--- src/hw/reader_timer_regs.vh ---
// register offsets, field positions, reset values and tick figures
// of the reader timer unit; included by every design file of the block
`ifndef READER_TIMER_REGS_VH
`define READER_TIMER_REGS_VH

// ===========================================================
// register offsets (7-bit register address)
`define ADDR_GLOBAL_CTRL   7'h00
`define ADDR_IRQ_STATUS    7'h01
`define ADDR_IRQ_ENABLE    7'h02
`define ADDR_STANDBY       7'h03
`define ADDR_TIMER_BASE    7'h10
`define TIMER_BASE_INDEX   4'h2
`define OFS_CONFIG         3'h0
`define OFS_RELOAD_HIGH    3'h1
`define OFS_RELOAD_LOW     3'h2
`define OFS_COUNT_HIGH     3'h3
`define OFS_COUNT_LOW      3'h4
`define TIMER_NONE         3'h7

// ===========================================================
// field positions
`define CFG_CLK_LSB        0
`define CFG_AUTO_RELOAD    2
`define CFG_START          3
`define CFG_WAIT_START     4
`define CFG_STOP_ON_EVT    5
`define CFG_AUTO_STANDBY   7
`define IRQ_SET_BIT        7
`define IRQ_PIN_EN_BIT     6
`define CLKSEL_FAST        2'h0
`define CLKSEL_SLOW        2'h1
`define CLKSEL_WAKE        2'h2

// ===========================================================
// reset values
`define RST_CONFIG         8'h00
`define RST_RELOAD         16'h0000
`define RST_IRQ_ENABLE     7'h00

// ===========================================================
// tick generation: rates in kHz, slow tick is fast tick over 64
`define SYS_CLK_KHZ        25000
`define FAST_TICK_KHZ      13560
`define SLOW_TICK_DIV      64

`endif

--- src/hw/reader_timer_unit.v ---
// timer unit of a reader frontend: four general timers, one wake timer,
// the shared control register and the timer interrupt flags
// assumes a register master on clock_i; event inputs come from logic
// on the same clock, the slow oscillator pin is asynchronous
//
// Our own choices: the address map and the address-and-strobe port.
`timescale 1ns/1ps
`include "reader_timer_regs.vh"

module reader_timer_unit #(
    parameter NUM_GEN = 4,
    parameter WIDTH   = 16
) (
    // clock and reset
    input  wire               clock_i,
    input  wire               rst_b_i,
    // register port
    input  wire [6:0]         addr_i,
    input  wire [7:0]         wdata_i,
    input  wire               wr_i,
    input  wire               rd_i,
    output reg  [7:0]         rdata_o,
    // protocol events for the general timers
    input  wire [NUM_GEN-1:0] start_event_i,
    input  wire [NUM_GEN-1:0] stop_event_i,
    // oscillator and card detection
    input  wire               slow_osc_i,
    input  wire               detect_done_i,
    input  wire               card_found_i,
    // outputs
    output reg                irq_o,
    output reg                standby_o
);

    localparam NUM_ALL = NUM_GEN + 1;
    localparam WAKE    = NUM_GEN;

    // ===========================================================
    // storage
    reg  [7:0]         cfg_ff    [0:NUM_ALL-1];
    reg  [WIDTH-1:0]   reload_ff [0:NUM_ALL-1];
    reg  [NUM_ALL-1:0] flags_ff;
    reg  [6:0]         irq_en_ff;
    reg  [NUM_ALL-1:0] start_req_ff;
    reg  [NUM_ALL-1:0] stop_req_ff;
    reg  [NUM_ALL-1:0] nxt_start_req;
    reg  [NUM_ALL-1:0] nxt_stop_req;
    reg  [NUM_ALL-1:0] nxt_flags;
    reg  [7:0]         nxt_rdata;
    reg  [NUM_ALL-1:0] tick_sel;

    wire [WIDTH-1:0]   count    [0:NUM_ALL-1];
    wire [NUM_ALL-1:0] running;
    wire [NUM_ALL-1:0] underflow;
    wire               fast_tick;
    wire               slow_tick;
    wire               osc_tick;
    wire [2:0]         wr_sel;
    wire [2:0]         rd_sel;
    wire               wr_global;
    // one loop index per process: a shared index read by two
    // combinational blocks would make them retrigger each other
    integer            i;
    integer            j;
    integer            n;

    // ===========================================================
    // address decode, used for both write and read paths
    function [2:0] timer_sel;
        input [6:0] addr;
        reg   [3:0] slot;
        begin
            slot = addr[6:3] - `TIMER_BASE_INDEX;
            if (addr >= `ADDR_TIMER_BASE && slot < NUM_ALL[3:0]) begin
                timer_sel = slot[2:0];
            end else begin
                timer_sel = `TIMER_NONE;
            end
        end
    endfunction

    assign wr_sel    = timer_sel(addr_i);
    assign rd_sel    = wr_sel;
    assign wr_global = wr_i && (addr_i == `ADDR_GLOBAL_CTRL);

    // ===========================================================
    // tick sources
    tick_gen u_tick_gen (
        .clock_i     (clock_i),
        .rst_b_i     (rst_b_i),
        .slow_osc_i  (slow_osc_i),
        .fast_tick_o (fast_tick),
        .slow_tick_o (slow_tick),
        .osc_tick_o  (osc_tick)
    );

    always @* begin
        for (i = 0; i < NUM_GEN; i = i + 1) begin
            case (cfg_ff[i][`CFG_CLK_LSB +: 2])
                `CLKSEL_FAST: tick_sel[i] = fast_tick;
                `CLKSEL_SLOW: tick_sel[i] = slow_tick;
                // wake underflow is a single-cycle pulse
                `CLKSEL_WAKE: tick_sel[i] = underflow[WAKE];
                default:      tick_sel[i] = 1'b0;
            endcase
        end
        tick_sel[WAKE] = osc_tick;
    end

    // ===========================================================
    // counters
    genvar g;
    generate
        for (g = 0; g < NUM_ALL; g = g + 1) begin : gen_timer
            wire start_evt;
            wire stop_evt;
            if (g < NUM_GEN) begin : gen_events
                assign start_evt = start_event_i[g];
                assign stop_evt  = stop_event_i[g];
            end else begin : gen_no_events
                assign start_evt = 1'b0;
                assign stop_evt  = 1'b0;
            end
            timer_channel #(
                .WIDTH (WIDTH)
            ) u_channel (
                .clock_i       (clock_i),
                .rst_b_i       (rst_b_i),
                .start_req_i   (start_req_ff[g]),
                .stop_req_i    (stop_req_ff[g]),
                .wait_start_i  (cfg_ff[g][`CFG_WAIT_START]),
                .stop_on_evt_i (cfg_ff[g][`CFG_STOP_ON_EVT]),
                .auto_reload_i (cfg_ff[g][`CFG_AUTO_RELOAD]),
                .reload_i      (reload_ff[g]),
                .start_evt_i   (start_evt),
                .stop_evt_i    (stop_evt),
                .tick_i        (tick_sel[g]),
                .count_o       (count[g]),
                .running_o     (running[g]),
                .underflow_o   (underflow[g])
            );
        end
    endgenerate

    // ===========================================================
    // start, stop and flag updates
    always @* begin
        nxt_start_req = {NUM_ALL{1'b0}};
        nxt_stop_req  = {NUM_ALL{1'b0}};
        for (j = 0; j < NUM_GEN; j = j + 1) begin
            if (wr_global && wdata_i[NUM_GEN + j]) begin
                nxt_start_req[j] = wdata_i[j];
                nxt_stop_req[j]  = ~wdata_i[j];
            end
        end
        for (j = 0; j < NUM_ALL; j = j + 1) begin
            if (wr_i && wr_sel == j[2:0] && addr_i[2:0] == `OFS_CONFIG
                && wdata_i[`CFG_START]) begin
                nxt_start_req[j] = 1'b1;
            end
        end
        nxt_flags = flags_ff;
        if (wr_i && addr_i == `ADDR_IRQ_STATUS) begin
            if (wdata_i[`IRQ_SET_BIT]) begin
                nxt_flags = flags_ff | wdata_i[NUM_ALL-1:0];
            end else begin
                nxt_flags = flags_ff & ~wdata_i[NUM_ALL-1:0];
            end
        end
        // a hardware set wins over a clear in the same cycle
        nxt_flags = nxt_flags | underflow;
    end

    // ===========================================================
    // register writes
    always @(posedge clock_i or negedge rst_b_i) begin
        if (!rst_b_i) begin
            for (n = 0; n < NUM_ALL; n = n + 1) begin
                cfg_ff[n]    <= `RST_CONFIG;
                reload_ff[n] <= `RST_RELOAD;
            end
            flags_ff     <= {NUM_ALL{1'b0}};
            irq_en_ff    <= `RST_IRQ_ENABLE;
            start_req_ff <= {NUM_ALL{1'b0}};
            stop_req_ff  <= {NUM_ALL{1'b0}};
        end else begin
            flags_ff     <= nxt_flags;
            start_req_ff <= nxt_start_req;
            stop_req_ff  <= nxt_stop_req;
            if (wr_i && addr_i == `ADDR_IRQ_ENABLE) begin
                if (wdata_i[`IRQ_SET_BIT]) begin
                    irq_en_ff <= irq_en_ff | wdata_i[6:0];
                end else begin
                    irq_en_ff <= irq_en_ff & ~wdata_i[6:0];
                end
            end
            if (wr_i && wr_sel != `TIMER_NONE) begin
                case (addr_i[2:0])
                    // start bit acts as a strobe and is not stored
                    `OFS_CONFIG: begin
                        cfg_ff[wr_sel] <= wdata_i & ~(8'h01 << `CFG_START);
                    end
                    `OFS_RELOAD_HIGH: begin
                        reload_ff[wr_sel][15:8] <= wdata_i;
                    end
                    `OFS_RELOAD_LOW: begin
                        reload_ff[wr_sel][7:0] <= wdata_i;
                    end
                    default: begin
                    end
                endcase
            end
        end
    end

    // ===========================================================
    // wake control and interrupt pin
    always @(posedge clock_i or negedge rst_b_i) begin
        if (!rst_b_i) begin
            standby_o <= 1'b0;
            irq_o     <= 1'b0;
        end else begin
            if (underflow[WAKE]) begin
                standby_o <= 1'b0;
            end else if (cfg_ff[WAKE][`CFG_AUTO_STANDBY]
                         && (start_req_ff[WAKE]
                             || (detect_done_i && !card_found_i))) begin
                // no card: back to sleep until the next interval
                standby_o <= 1'b1;
            end
            irq_o <= irq_en_ff[`IRQ_PIN_EN_BIT]
                     && |(nxt_flags & irq_en_ff[NUM_ALL-1:0]);
        end
    end

    // ===========================================================
    // register reads, data valid in the cycle after the strobe
    always @* begin
        nxt_rdata = 8'h00;
        if (addr_i == `ADDR_GLOBAL_CTRL) begin
            nxt_rdata[NUM_GEN-1:0] = running[NUM_GEN-1:0];
        end else if (addr_i == `ADDR_IRQ_STATUS) begin
            nxt_rdata[NUM_ALL-1:0] = flags_ff;
        end else if (addr_i == `ADDR_IRQ_ENABLE) begin
            nxt_rdata[6:0] = irq_en_ff;
        end else if (addr_i == `ADDR_STANDBY) begin
            nxt_rdata = {6'h00, running[WAKE], standby_o};
        end else if (rd_sel != `TIMER_NONE) begin
            case (addr_i[2:0])
                `OFS_CONFIG:      nxt_rdata = cfg_ff[rd_sel];
                `OFS_RELOAD_HIGH: nxt_rdata = reload_ff[rd_sel][15:8];
                `OFS_RELOAD_LOW:  nxt_rdata = reload_ff[rd_sel][7:0];
                `OFS_COUNT_HIGH:  nxt_rdata = count[rd_sel][15:8];
                `OFS_COUNT_LOW:   nxt_rdata = count[rd_sel][7:0];
                default:          nxt_rdata = 8'h00;
            endcase
        end
    end

    always @(posedge clock_i or negedge rst_b_i) begin
        if (!rst_b_i) begin
            rdata_o <= 8'h00;
        end else if (rd_i) begin
            rdata_o <= nxt_rdata;
        end else begin
            rdata_o <= 8'h00;
        end
    end

endmodule // reader_timer_unit

--- src/hw/tick_gen.v ---
// tick enables for the timer unit: crystal-derived fast and slow ticks
// by a phase accumulator, and rising edges of the slow internal oscillator
// assumes one system clock; slow_osc_i is asynchronous to it
`timescale 1ns/1ps
`include "reader_timer_regs.vh"

module tick_gen #(
    parameter SYS_KHZ  = `SYS_CLK_KHZ,
    parameter FAST_KHZ = `FAST_TICK_KHZ,
    parameter SLOW_DIV = `SLOW_TICK_DIV
) (
    // clock and reset
    input  wire        clock_i,
    input  wire        rst_b_i,
    // oscillator pin
    input  wire        slow_osc_i,
    // tick enables
    output reg         fast_tick_o,
    output reg         slow_tick_o,
    output reg         osc_tick_o
);

    reg  [15:0] acc_ff;
    reg  [6:0]  div_ff;
    reg         osc_s1_ff;
    reg         osc_s2_ff;
    reg         osc_s3_ff;
    wire [15:0] acc_sum;
    wire        acc_wrap;

    // ===========================================================
    // fractional divider: average rate exact, jitter one clock
    assign acc_sum  = acc_ff + FAST_KHZ[15:0];
    assign acc_wrap = (acc_sum >= SYS_KHZ[15:0]);

    always @(posedge clock_i or negedge rst_b_i) begin
        if (!rst_b_i) begin
            acc_ff      <= 16'h0000;
            div_ff      <= 7'h00;
            fast_tick_o <= 1'b0;
            slow_tick_o <= 1'b0;
        end else begin
            acc_ff      <= acc_wrap ? acc_sum - SYS_KHZ[15:0] : acc_sum;
            fast_tick_o <= acc_wrap;
            slow_tick_o <= 1'b0;
            if (acc_wrap) begin
                if (div_ff == SLOW_DIV[6:0] - 7'h01) begin
                    div_ff      <= 7'h00;
                    slow_tick_o <= 1'b1;
                end else begin
                    div_ff <= div_ff + 7'h01;
                end
            end
        end
    end

    // ===========================================================
    // oscillator: two-flop synchroniser, edge seen on later stages
    always @(posedge clock_i or negedge rst_b_i) begin
        if (!rst_b_i) begin
            osc_s1_ff  <= 1'b0;
            osc_s2_ff  <= 1'b0;
            osc_s3_ff  <= 1'b0;
            osc_tick_o <= 1'b0;
        end else begin
            osc_s1_ff  <= slow_osc_i;
            osc_s2_ff  <= osc_s1_ff;
            osc_s3_ff  <= osc_s2_ff;
            osc_tick_o <= osc_s2_ff & ~osc_s3_ff;
        end
    end

endmodule // tick_gen

--- src/hw/timer_channel.v ---
// one 16-bit down-counter with reload, start and stop events
// assumes tick_i and all requests are one-cycle pulses on clock_i
`timescale 1ns/1ps
`include "reader_timer_regs.vh"

module timer_channel #(
    parameter WIDTH = 16
) (
    // clock and reset
    input  wire             clock_i,
    input  wire             rst_b_i,
    // control
    input  wire             start_req_i,
    input  wire             stop_req_i,
    input  wire             wait_start_i,
    input  wire             stop_on_evt_i,
    input  wire             auto_reload_i,
    input  wire [WIDTH-1:0] reload_i,
    // events and tick
    input  wire             start_evt_i,
    input  wire             stop_evt_i,
    input  wire             tick_i,
    // state
    output reg  [WIDTH-1:0] count_o,
    output wire             running_o,
    output reg              underflow_o
);

    localparam ST_IDLE  = 2'h0;
    localparam ST_ARMED = 2'h1;
    localparam ST_RUN   = 2'h2;

    localparam [WIDTH-1:0] DEC_STEP = {{(WIDTH-1){1'b0}}, 1'b1};

    reg [1:0] state_ff;

    assign running_o = (state_ff == ST_RUN);

    always @(posedge clock_i or negedge rst_b_i) begin
        if (!rst_b_i) begin
            state_ff    <= ST_IDLE;
            count_o     <= {WIDTH{1'b0}};
            underflow_o <= 1'b0;
        end else begin
            underflow_o <= 1'b0;
            if (stop_req_i) begin
                state_ff <= ST_IDLE;
            end else if (start_req_i) begin
                count_o  <= reload_i;
                state_ff <= wait_start_i ? ST_ARMED : ST_RUN;
            end else begin
                case (state_ff)
                    ST_ARMED: begin
                        if (start_evt_i) begin
                            state_ff <= ST_RUN;
                        end
                    end
                    ST_RUN: begin
                        if (stop_on_evt_i && stop_evt_i) begin
                            // value kept for the host to read
                            state_ff <= ST_IDLE;
                        end else if (tick_i) begin
                            if (count_o == {WIDTH{1'b0}}) begin
                                underflow_o <= 1'b1;
                                if (auto_reload_i) begin
                                    count_o <= reload_i;
                                end else begin
                                    state_ff <= ST_IDLE;
                                end
                            end else begin
                                count_o <= count_o - DEC_STEP;
                            end
                        end
                    end
                    default: begin
                        state_ff <= ST_IDLE;
                    end
                endcase
            end
        end
    end

endmodule // timer_channel

--- config.mk ---
export PLATFORM = sky130hd
export DESIGN_NAME = reader_timer_unit
export DESIGN_NICKNAME = d
export VERILOG_FILES = /design/src/hw/reader_timer_unit.v /design/src/hw/tick_gen.v /design/src/hw/timer_channel.v
export VERILOG_INCLUDE_DIRS = /design/src /design/src/hw
export SDC_FILE = /design/constraint.sdc
export NUM_CORES = 1
export LEC_CHECK = 0
export BUFFER_PORTS_ARGS = -buffer_cell sky130_fd_sc_hd__buf_4
export CORE_ASPECT_RATIO = 0.75
export CORE_MARGIN = 5
export CORE_UTILIZATION = 55
export CTS_BUF_LIST = sky130_fd_sc_hd__clkbuf_4 sky130_fd_sc_hd__clkbuf_8
export CTS_CLUSTER_SIZE = 8
export DETAILED_ROUTE_END_ITERATION = 8
export HOLD_SLACK_MARGIN = 0.15
export PLACE_DENSITY = 0.72
export SLEW_MARGIN = 20
export SYNTH_ARGS = -nofsm -noshare
export SYNTH_HDL_FRONTEND = slang
export SYNTH_SLANG_ARGS = --single-unit
--- constraint.sdc ---
create_clock -name clock_i -period 8.6 [get_ports clock_i]
set_input_delay 0.43 -clock clock_i [delete_from_list [all_inputs] [get_ports clock_i]]
set_output_delay 0.43 -clock clock_i [all_outputs]
set_load 0.005 [all_outputs]
==> results of run 1 <==
==> metrics by stage <==
step | total power [mW] | hold slack (ns) | std cells
2_1_floorplan | 2.05 | 0.134 | 1654
3_5_place_dp | 2.32 | 0.341 | 1942
4_1_cts | 3.51 | 0.169 | 2024
6_report | 3.52 | 0.195 | 2024
5_1_grt | 3.70 | 0.210 | 2024
3_3_place_gp | 2.30 | 0.331 | 1942
==> worst min path at each step <==
stage / start / cells past startpoint / endpoint
2_1_floorplan: rst_b_i / 0 / asynchronous set/reset pin
3_3_place_gp: u_tick_gen.osc_s1_ff$_DFF_PN0_ / 0 / u_tick_gen.osc_s2_ff$_DFF_PN0_
3_5_place_dp: u_tick_gen.osc_s1_ff$_DFF_PN0_ / 0 / u_tick_gen.osc_s2_ff$_DFF_PN0_
4_1_cts: stop_event_i[0] / 4 / gen_timer[0].u_channel.underflow_o$_DFF_PN0_
5_1_grt: stop_event_i[0] / 4 / gen_timer[0].u_channel.underflow_o$_DFF_PN0_
6_report: stop_event_i[0] / 4 / gen_timer[0].u_channel.underflow_o$_DFF_PN0_
==> layout make-up <==
cell class | instances | area share
flip-flops and latches | 267 | 0.410
inverters | 46 | 0.0106
multi-input cells | 1230 | 0.468
clock buffers | 72 | 0.0558
repair buffers | 55 | 0.0276
clock inverters | 3 | 0.00115
well taps | 351 | 0.0270
==> cell usage in the layout (no fill, tap or decap), drive strengths merged, types with 10 or more instances in the layout <==
cell type  count
nand2        146
nor4          23
or3           17
nor3          74
o221ai        23
xnor2         15
nor2         168
o21ai        181
mux2i         12
a22oi         20
dfrtp        267
and2          13
a21oi        128
ha            17
nand2b        14
buf           48
nand4         12
nand3         38
clkbuf        72
a31oi         15
mux2         103
a21boi        10
inv           46
o22ai         34
==> metal layers <==
metal	vias up	part of all wire	wire, um	global-route usage
li1	6037	-	-	-
met1	6528	0.45	21900	0.504
met2	786	0.39	19200	0.412
met3	118	0.13	6270	0.0995
met4	2	0.031	1520	0.0844
met5	-	0.00041	20	0
==> power by group <==
group          total (mW)  internal [mW]  switching, mW
Clock                1.18          0.664          0.521
Sequential           1.57           1.38          0.191
Combinational       0.772          0.280          0.491
Total                3.52           2.32           1.20
==> timing repair <==
item                                   4_1_cts  5_1_grt
endpoints found under the hold margin      118        0
setup endpoints to repair                    0        0
hold buffers                                 7        0
==> sequential cells by signal, indices dropped and copies added, names as in the netlist, 4 cells and up, named ones only <==
signal,cells
cfg_ff,35
flags_ff,5
gen_timer.u_channel.count_o,80
gen_timer.u_channel.state_ff,10
gen_timer.u_channel.underflow_o,5
rdata_o,8
reload_ff,80
start_req_ff,5
stop_req_ff,4
u_tick_gen.acc_ff,13
u_tick_gen.div_ff,7
==> cell families after synthesis <==
| family | count (synthesis) |
|---|---|
| AOI/OAI and AO/OA | 511 |
| adders and majority gates | 17 |
| xor gates and xnor gates | 23 |
| muxes | 117 |
| buffers and inverters | 157 |
| DFF | 267 |
| and+or+nand+nor | 562 |
==> critical path: stages <==
cell and delay (ns):
sky130_fd_sc_hd__buf_4 0.43, sky130_fd_sc_hd__inv_1 0.17, sky130_fd_sc_hd__ha_1 0.28, sky130_fd_sc_hd__or4b_1 0.49
sky130_fd_sc_hd__o221ai_2 0.26, sky130_fd_sc_hd__nand2_1 0.66, sky130_fd_sc_hd__or3_1 0.77, sky130_fd_sc_hd__o221ai_1 0.27
sky130_fd_sc_hd__nand3_1 0.10, sky130_fd_sc_hd__a2111oi_0 0.44, sky130_fd_sc_hd__a221oi_1 0.17
==> flow_summary.yaml, run 1 <==
worst_setup_path:
  crit_path_start: "addr_i[4]"
  timing_worst_setup_path_type: "primary input to flip-flop"
  worstSetupEndpointType: "flip-flop"
  worst_path_required_time_ns: 9.05
  reg2reg_setup_slack_ns: 5.02
  startpoint_type: "primary input"
  critical_path.max_fanout: 44
  critPathArrivalTime_ns: 4.50
  reg2reg_from: "u_tick_gen.acc_ff[3]$_DFFE_PN0P_"
  rr_endpoint: "u_tick_gen.acc_ff[10]$_DFF_PN0_"
  r2r.worst_path.cells: 12
  worst_setup_path_endpoint: "rdata_o[6]$_DFF_PN0_"
routing:
  wl_per_cell_um: 24.1
  vias: 13500
  postRouteAntennaNets: 0
  routed_via_density: 6.66
  drt-pass1-iter-count: 6
  remaining_drc_errors: 0
  initialDrtViolationCount: 1875
  totalWireLength_mm: 48.8
cells_and_area:
  final.fill_count: 2318
  multi_input_area_sq_um: 7620
  share_of_final_layout_standard_cells_stronger_than_drive_strength_1: 0.152
  layout-area-overhead-vs-synth_pct: 9.53
  sequential_cell_area_sq_um: 6680
  finalNetCount: 1691
  post-route-util: 0.608
  final_cell_area_sq_um: 16300
  num_antenna_cells: 0
floorplanning:
  die_w_um: 200
  height_of_the_die_um: 152
  dieArea_sq_um: 30500
  io-pin-count: 40
  row_count: 52
  design.core.area_sq_um: 26800
  initial_core_util: 0.555
global_routing:
  groute.usage.overall: 0.317
  first_global_vias: 12400
  grt_start_max_net_pins: 158
  first_pass_grt_wire_length_mm: 74.7
  antenna_found_initial: 1
  grt_remaining_overflow: 0
status:
  outcome: "complete, no violations"
yosys:
  synthArstFlopShare: 1.00
  post_synth_num_cell_types: 78
  synth.net_count: 1701
  synth-xor-area-share: 0.0135
  count_leader_synth: "sky130_fd_sc_hd__dfrtp_1"
  yosys-top-cells-count: "267 x sky130_fd_sc_hd__dfrtp_1, 180 x sky130_fd_sc_hd__o21ai_0, 167 x sky130_fd_sc_hd__nor2_1"
  synth_sequential_area_ratio: 0.449
  ys.warnings.count: 0
  post_synthesis_share_of_cell_area_spent_on_full_adders_half_adders_and_majority_gates: 0.0143
  post_synth_and_or_nand_nor_area_fraction: 0.181
  ys_ff_latch: 267
  syn-instance-count: 1654
  synth_top_area_share: 0.449
  synth_top_cells_by_area: "sky130_fd_sc_hd__dfrtp_1 45%, sky130_fd_sc_hd__mux2_2 7.8%, sky130_fd_sc_hd__o21ai_0 6.1%"
  synth_mux_area_frac: 0.0891
  synth_compound_area_frac: 0.212
  synth-edff-count: 0
  synthDominantAreaCellType: "sky130_fd_sc_hd__dfrtp_1"
  avgSynthCellArea_sq_um: 8.99
  syn_area_sq_um: 14900
  largest_family_of_logic_cells_by_synthesized_area: "compound AO/OA/AOI/OAI gates"
  synth_top_flop_cell: "sky130_fd_sc_hd__dfrtp_1"
sta:
  tightestPinTransition_ns: 1.05
  finalCritPeriodShare: 0.471
  rsz_0062_raised_after_global_routing: "no"
  fin_crit_ns: 4.05
  pins_over_their_slew_limit: 0
  final-hold-violation-count: 0
  setup-tns-final_ns: 0
  layout_setup_ws_ns: 4.55
  clock_skew_ns: 0.0323
  relSlewSlack: 0.293
  max_freq_mhz: 247
  setup-violations-final: 0
worst_hold_path:
  hp-class: "primary input to flip-flop"
clock_network:
  clock-sinks: 267
  cts_post_setup_buffers_inserted: 0
  post_cts_resized: 0
  clockBufferDepth: 3
  clock_insertion_delay_worst_skew_ns: 0.59
  clockRootBuffer: "sky130_fd_sc_hd__clkbuf_8"
  cts_max_level: 2
  cts_tree: "built"
  cts.clk_slew.worst_paths_ns: 0.06
  num_cts_buffers: 44
placement:
  dpl-instance-area_sq_um: 15300
  place_congestion: 0.988
  hpwl_mm: 35.0
  numPortBuffers: 39
  place_ws_ns: 4.04
power_and_ir_drop:
  power_per_cell_area_nw_per_um2: 216
  irDropWorstVdd_mv: 0.210
  leakage_nw: 7.01
run:
  maxCapViolCount: 0
Note: power is estimated with default switching activity, not from simulation.
==> run 2, diff against run 1 <==
Settings changed: ABC_AREA set to 1, PLACE_DENSITY 0.72 to 0.74.
Clock period 8.6 ns to 3.3 ns, I/O delays scaled along.
==> flow_summary.yaml, run 2 <==
placement:
  place_ws_ns: 0.382
  hpwl_mm: 39.8
  dpl-instance-area_sq_um: 15700
  post-place-cells: 2357
  numPortBuffers: 39
  place_congestion: 1.02
routing:
  drt-pass1-iter-count: 6
  wl_met2_mm: 22.0
  vias: 14700
  remaining_drc_errors: 0
  routed_via_density: 5.98
  drt-met1-wl_mm: 23.3
  totalWireLength_mm: 53.6
  wl_per_cell_um: 21.8
  initialDrtViolationCount: 1742
  postRouteAntennaNets: 0
  highest-signal-layer: "met4"
  wl_met3_mm: 6.51
cells_and_area:
  layout-area-overhead-vs-synth_pct: 12.7
  post-route-util: 0.628
  finalNetCount: 2124
  fin_cells: 2462
  share_of_final_layout_standard_cells_stronger_than_drive_strength_1: 0.0972
  final_cell_area_sq_um: 17000
  leading_cell_type_in_the_layout_fill_and_taps_excluded: "sky130_fd_sc_hd__nand2_1"
  reg.largest.list: "gen_timer.u_channel.count_o (80), reload_ff (80), cfg_ff (35)"
  most_used_cells_in_the_layout_excluding_fill_and_tap_cells: "512 x sky130_fd_sc_hd__nand2_1, 267 x sky130_fd_sc_hd__dfrtp_1, 266 x sky130_fd_sc_hd__o21ai_0"
yosys:
  syn_area_sq_um: 15000
  ys_ff_latch: 267
  synthDominantAreaCellType: "sky130_fd_sc_hd__dfrtp_1"
  avgSynthCellArea_sq_um: 7.51
  synth_top_cells_by_area: "sky130_fd_sc_hd__dfrtp_1 44%, sky130_fd_sc_hd__nand2_1 13%, sky130_fd_sc_hd__o21ai_0 8.8%"
  count_leader_synth: "sky130_fd_sc_hd__nand2_1"
  yosys-top-cells-count: "512 x sky130_fd_sc_hd__nand2_1, 267 x sky130_fd_sc_hd__dfrtp_1, 266 x sky130_fd_sc_hd__o21ai_0"
  synthArstFlopShare: 1.00
  synth_top_area_share: 0.444
  post_synth_num_cell_types: 54
  synth_sequential_area_ratio: 0.444
  synth.net_count: 2052
  synth_top_flop_cell: "sky130_fd_sc_hd__dfrtp_1"
  ys.warnings.count: 0
  syn-instance-count: 2005
  synth-edff-count: 0
power_and_ir_drop:
  design_power_total_mw: 8.92
  power_report.internal_total_mw: 5.98
  clock_power_share: 0.358
  leakage_nw: 8.05
  pwr-share-seq: 0.449
  irDropWorstVdd_mv: 0.476
  pwr-share-comb: 0.193
  power.switching_fraction: 0.329
  switchingPower_mw: 2.94
  power_per_cell_area_nw_per_um2: 526
global_routing:
  antenna_found_initial: 2
  first_pass_grt_wire_length_mm: 81.9
  groute.usage.overall: 0.343
  first_global_vias: 13800
  grt_start_max_net_pins: 98
  grt_remaining_overflow: 0
worst_setup_path:
  reg2reg_setup_slack_ns: 0.29
  reg2reg_from: "gen_timer[1].u_channel.count_o[0]$_DFFE_PN0P_"
  worst_path_required_time_ns: 3.78
  crit_path_start: "gen_timer[1].u_channel.count_o[0]$_DFFE_PN0P_"
  critical_path.max_fanout: 5
  path_cells: "inv_1 > ha_1 > inv_1 > nor3_1 > nand4_1 > o31ai_1 > o21ai_0 > dlygate4sd3_1 > nand3_1 > nand4_1 > o21ai_0"
  timing_worst_setup_path_type: "flip-flop to flip-flop"
  cp_slowest_cell: "sky130_fd_sc_hd__dlygate4sd3_1"
  timing.critical_path.slowest_cell_delay_ns: 0.57
  critPathArrivalTime_ns: 3.49
  worstSetupEndpointType: "flip-flop"
  startpoint_type: "flip-flop"
clock_network:
  clock-sinks: 267
  cts.clk_slew.worst_paths_ns: 0.06
  clockBufferDepth: 3
  clock_insertion_delay_worst_skew_ns: 0.58
  num_cts_buffers: 45
  cts_max_level: 2
  clockRootBuffer: "sky130_fd_sc_hd__clkbuf_8"
  cts_tree: "built"
  cts_post_setup_buffers_inserted: 0
sta:
  rsz_0062_raised_after_global_routing: "no"
  layout_setup_ws_ns: 0.290
  max_freq_mhz: 332
  setup-tns-final_ns: 0
  clock_skew_ns: 0.0292
  worst_hold_slack_ns: 0.218
  relSlewSlack: 0.269
  fin_crit_ns: 3.01
  finalCritPeriodShare: 0.912
  final-hold-violation-count: 0
  pins_over_their_slew_limit: 0
  setup-violations-final: 0
  tightestPinTransition_ns: 1.10
floorplanning:
  row_count: 52
  height_of_the_die_um: 153
  initial_core_util: 0.557
  die_w_um: 201
  design.core.area_sq_um: 27000
  dieArea_sq_um: 30800
  io-pin-count: 40
run:
  maxCapViolCount: 0
status:
  outcome: "complete, no violations"
worst_hold_path:
  hp-class: "primary input to asynchronous set/reset pin"
## run 2: cell count changes after synthesis, moves of 16 or more
cell and delta:
sky130_fd_sc_hd__nand2_1 +366, sky130_fd_sc_hd__inv_1 +163, sky130_fd_sc_hd__mux2_2 -103, sky130_fd_sc_hd__o21ai_0 +86, sky130_fd_sc_hd__a21oi_1 -58, sky130_fd_sc_hd__nor3_1 -42
sky130_fd_sc_hd__clkbuf_1 -40, sky130_fd_sc_hd__xor2_1 +38, sky130_fd_sc_hd__o21ai_1 +31, sky130_fd_sc_hd__nand3_1 +28, sky130_fd_sc_hd__nor2_1 +25, sky130_fd_sc_hd__o221ai_1 -18
sky130_fd_sc_hd__or3_1 -17, sky130_fd_sc_hd__a22oi_1 -16
## run 2: worst max-delay path: cells and delay by family, from the launching register on
kind | cells | cell delay, ns
simple gates | 4 | 0.86
buf+inv | 3 | 0.85
compound gates | 3 | 0.63
flops | 1 | 0.38
fa+ha+maj | 1 | 0.19
## run 2: kinds of logic (layout without fill, tap and decap cells)
group           after synthesis  in the layout  share of synthesized area
simple gates                882            882                      0.250
fa+ha+maj                    17             17                     0.0141
compound gates              493            493                      0.182
xor+xnor                     57             57                     0.0337
buf+inv                     286            391                     0.0751
flops                       267            267                      0.444
mux                           3              3                    0.00200
other cells                   0              1                          0
## run 2: path summary, 6_finish.rpt
| kind | endpoint | depth (start not counted) |
|---|---|---|
| worst min-delay path | gen_timer[0].u_channel.count_o[3]$_DFFE_PN0P_ | 2 |
| worst min register to register | u_tick_gen.osc_s2_ff$_DFF_PN0_ | 0 |
| worst max-delay path | gen_timer[1].u_channel.state_ff[1]$_DFFE_PN0P_ | 11 |
| worst max register to register | gen_timer[1].u_channel.state_ff[1]$_DFFE_PN0P_ | 11 |
| max in group asynchronous | gen_timer[4].u_channel.count_o[6]$_DFFE_PN0P_ | 3 |
| min in group clock_i | rdata_o[4]$_DFF_PN0_ | 6 |
## run 2: power groups by stage
stage,Clock [mW],Sequential (mW),Combinational [mW]
final,3.20,4.00,1.72
after global routing,3.39,4.02,1.90
after CTS,3.23,3.97,1.67
after detailed placement,0,4.02,1.64
after global placement,0,4.02,1.60
after floorplan,0,3.86,1.11
## run 2: routing by layer
layer / global-route usage / vias up
met5: 0 / -
met4: 0.109 / 0
met3: 0.0993 / 122
met2: 0.489 / 872
met1: 0.506 / 6952
li1: - / 6778
## run 2: what timing repair did
action,CTS,global route
hold buffers,24,0
resized for setup,0,0
endpoints found under the hold margin,140,0
## run 2: area by class of cell
cell class	instances	area, sq um
repair buffers	93	803
flip-flops and latches	267	6680
fillers	2438	10000
inverters	218	823
clock buffers	74	912
diodes	1	2.50
well taps	351	439
multi-input cells	1452	7240
clock inverters	6	57.6
==> run 3, diff against run 2 <==
Clock period 3.3 ns to 2.4 ns, I/O delays scaled along.
==> flow_summary.yaml, run 3 (synthesis gave the netlist of run 2 again) <==
worst_setup_path:
  worst_path_required_time_ns: 2.86
  startpoint_type: "flip-flop"
  critPathArrivalTime_ns: 2.79
  reg2reg_setup_slack_ns: 0.07
  timing_worst_setup_path_type: "flip-flop to flip-flop"
  worstSetupEndpointType: "flip-flop"
  timing.critical_path.slowest_cell_delay_ns: 0.40
  reg2reg_from: "gen_timer[3].u_channel.count_o[12]$_DFFE_PN0P_"
  path_cells: "inv_1 > nand2_1 > buf_4 > nor4_1 > nand2_2 > nand2_4 > clkinvlp_4 > o21ai_0 > o22ai_1"
  r2r.worst_path.cells: 9
  critical_path.max_fanout: 11
  cp_slowest_cell: "sky130_fd_sc_hd__dfrtp_1"
  rr_endpoint: "gen_timer[3].u_channel.count_o[14]$_DFFE_PN0P_"
clock_network:
  num_cts_buffers: 45
  cts.clk_slew.worst_paths_ns: 0.06
  clockBufferDepth: 3
  clockRootBuffer: "sky130_fd_sc_hd__clkbuf_8"
  clock_insertion_delay_worst_skew_ns: 0.59
  cts_max_level: 2
  cts_tree: "built"
  clock-sinks: 267
sta:
  relSlewSlack: 0.415
  fin_crit_ns: 2.33
  final-hold-violation-count: 0
  worst_hold_slack_ns: 0.199
  setup-tns-final_ns: 0
  max_freq_mhz: 428
  finalCritPeriodShare: 0.973
  clock_skew_ns: 0.0254
  pins_over_their_slew_limit: 0
  tightestPinTransition_ns: 0.877
  setup-violations-final: 0
cells_and_area:
  post-route-util: 0.666
  num_antenna_cells: 0
  final.fill_count: 2259
  share_of_final_layout_standard_cells_stronger_than_drive_strength_1: 0.150
  finalNetCount: 2229
  most_used_cells_in_the_layout_excluding_fill_and_tap_cells: "509 x sky130_fd_sc_hd__nand2_1, 266 x sky130_fd_sc_hd__dfrtp_1, 265 x sky130_fd_sc_hd__o21ai_0"
  layout-area-overhead-vs-synth_pct: 19.6
  reg.largest.list: "gen_timer.u_channel.count_o (80), reload_ff (80), cfg_ff (35)"
  final_cell_area_sq_um: 18000
  leading_cell_type_in_the_layout_fill_and_taps_excluded: "sky130_fd_sc_hd__nand2_1"
worst_hold_path:
  holdPathEnd: "flags_ff[2]$_DFF_PN0_"
  hold-path-cell-count: 5
  min-delay-start: "wr_i"
  hp-class: "primary input to flip-flop"
routing:
  postRouteAntennaNets: 0
  remaining_drc_errors: 0
  wl_per_cell_um: 21.3
  vias: 15300
  drt-pass1-iter-count: 6
  initialDrtViolationCount: 2131
  totalWireLength_mm: 54.6
  routed_via_density: 5.97
status:
  outcome: "complete, no violations"
global_routing:
  antenna_found_initial: 1
  groute.usage.overall: 0.345
  first_pass_grt_wire_length_mm: 83.4
  grt_remaining_overflow: 0
  grt_start_max_net_pins: 44
  first_global_vias: 14500
floorplanning:
  initial_core_util: 0.557
  row_count: 52
  dieArea_sq_um: 30800
  die_w_um: 201
  design.core.area_sq_um: 27000
  height_of_the_die_um: 153
  io-pin-count: 40
power_and_ir_drop:
  switchingPower_mw: 4.08
  pwr-share-comb: 0.208
  power_per_cell_area_nw_per_um2: 690
  power_report.internal_total_mw: 8.34
  power.switching_fraction: 0.329
  clock_power_share: 0.350
  irDropWorstVdd_mv: 0.537
  leakage_nw: 8.60
  pwr-share-seq: 0.442
placement:
  numPortBuffers: 39
  hpwl_mm: 40.7
  place_congestion: 1.09
  dpl-instance-area_sq_um: 16400
run:
  maxCapViolCount: 0
[run 3: cell type report]
| cell class | instances | area [sq um] | share of cell area |
|---|---|---|---|
| sequential | 267 | 6680 | 0.371 |
| inverter | 218 | 838 | 0.0466 |
| multi-input combinational | 1453 | 7390 | 0.411 |
| clock inverter | 5 | 27.5 | 0.00153 |
| timing repair buffer | 194 | 1650 | 0.0918 |
| timing repair inverter | 3 | 21.3 | 0.00118 |
| tap | 351 | 439 | 0.0244 |
| clock buffer | 74 | 937 | 0.0521 |
[run 3: metal layers]
| layer | up-vias | track usage | wire length, um |
|---|---|---|---|
| li1 | 7002 | - | - |
| met1 | 7237 | 0.518 | 23800 |
| met2 | 952 | 0.497 | 22800 |
| met3 | 127 | 0.0788 | 6280 |
| met4 | 0 | 0.110 | 1700 |
| met5 | - | 0 | 0 |
[run 3: critical path, delay by kind of cell, from the launching register on]
| kind | cells | cell delay [ns] |
|---|---|---|
| AND/OR/NAND/NOR | 4 | 0.91 |
| flip-flops | 1 | 0.40 |
| buffers and inverters | 3 | 0.58 |
| AO/OA/AOI/OAI | 2 | 0.34 |
[run 3: stage by stage]
step,worst slack [ns],power [mW],std cells
2_1_floorplan,0.257,6.83,2005
3_3_place_gp,-0.0107,7.90,2442
3_5_place_dp,-0.104,7.97,2442
4_1_cts,0.0305,12.3,2554
5_1_grt,-0.0462,13.0,2565
6_report,0.0654,12.4,2565
[run 3: how the worst max path moves through the flow]
stage | start | endpoint | cells after the start
2_1_floorplan | u_tick_gen.acc_ff[3]$_DFFE_PN0P_ | u_tick_gen.div_ff[3]$_DFFE_PN0N_ | 15
3_3_place_gp | addr_i[5] | rdata_o[5]$_DFF_PN0_ | 20
3_5_place_dp | u_tick_gen.acc_ff[4]$_DFF_PN0_ | u_tick_gen.acc_ff[9]$_DFF_PN0_ | 15
4_1_cts | addr_i[4] | rdata_o[3]$_DFF_PN0_ | 20
5_1_grt | u_tick_gen.acc_ff[3]$_DFFE_PN0P_ | u_tick_gen.acc_ff[14]$_DFF_PN0_ | 14
6_report | gen_timer[3].u_channel.count_o[12]$_DFFE_PN0P_ | gen_timer[3].u_channel.count_o[14]$_DFFE_PN0P_ | 9
[run 3: timing repair]
item | CTS | global route
endpoints found under the setup margin | 9 | 40
hold buffers | 28 | 0
resized for setup | 6 | 41
cloned | 0 | 4
hold endpoints to repair | 350 | 0
pin swaps | 7 | 11
buffers inserted | 5 | 7
[run 3: power groups by stage]
stage	Clock, mW	Sequential, mW	Combinational (mW)
after floorplan	0	5.30	1.53
final	4.35	5.49	2.58
after CTS	4.37	5.45	2.50
after global routing	4.62	5.52	2.85
after detailed placement	0	5.52	2.45
after global placement	0	5.52	2.39
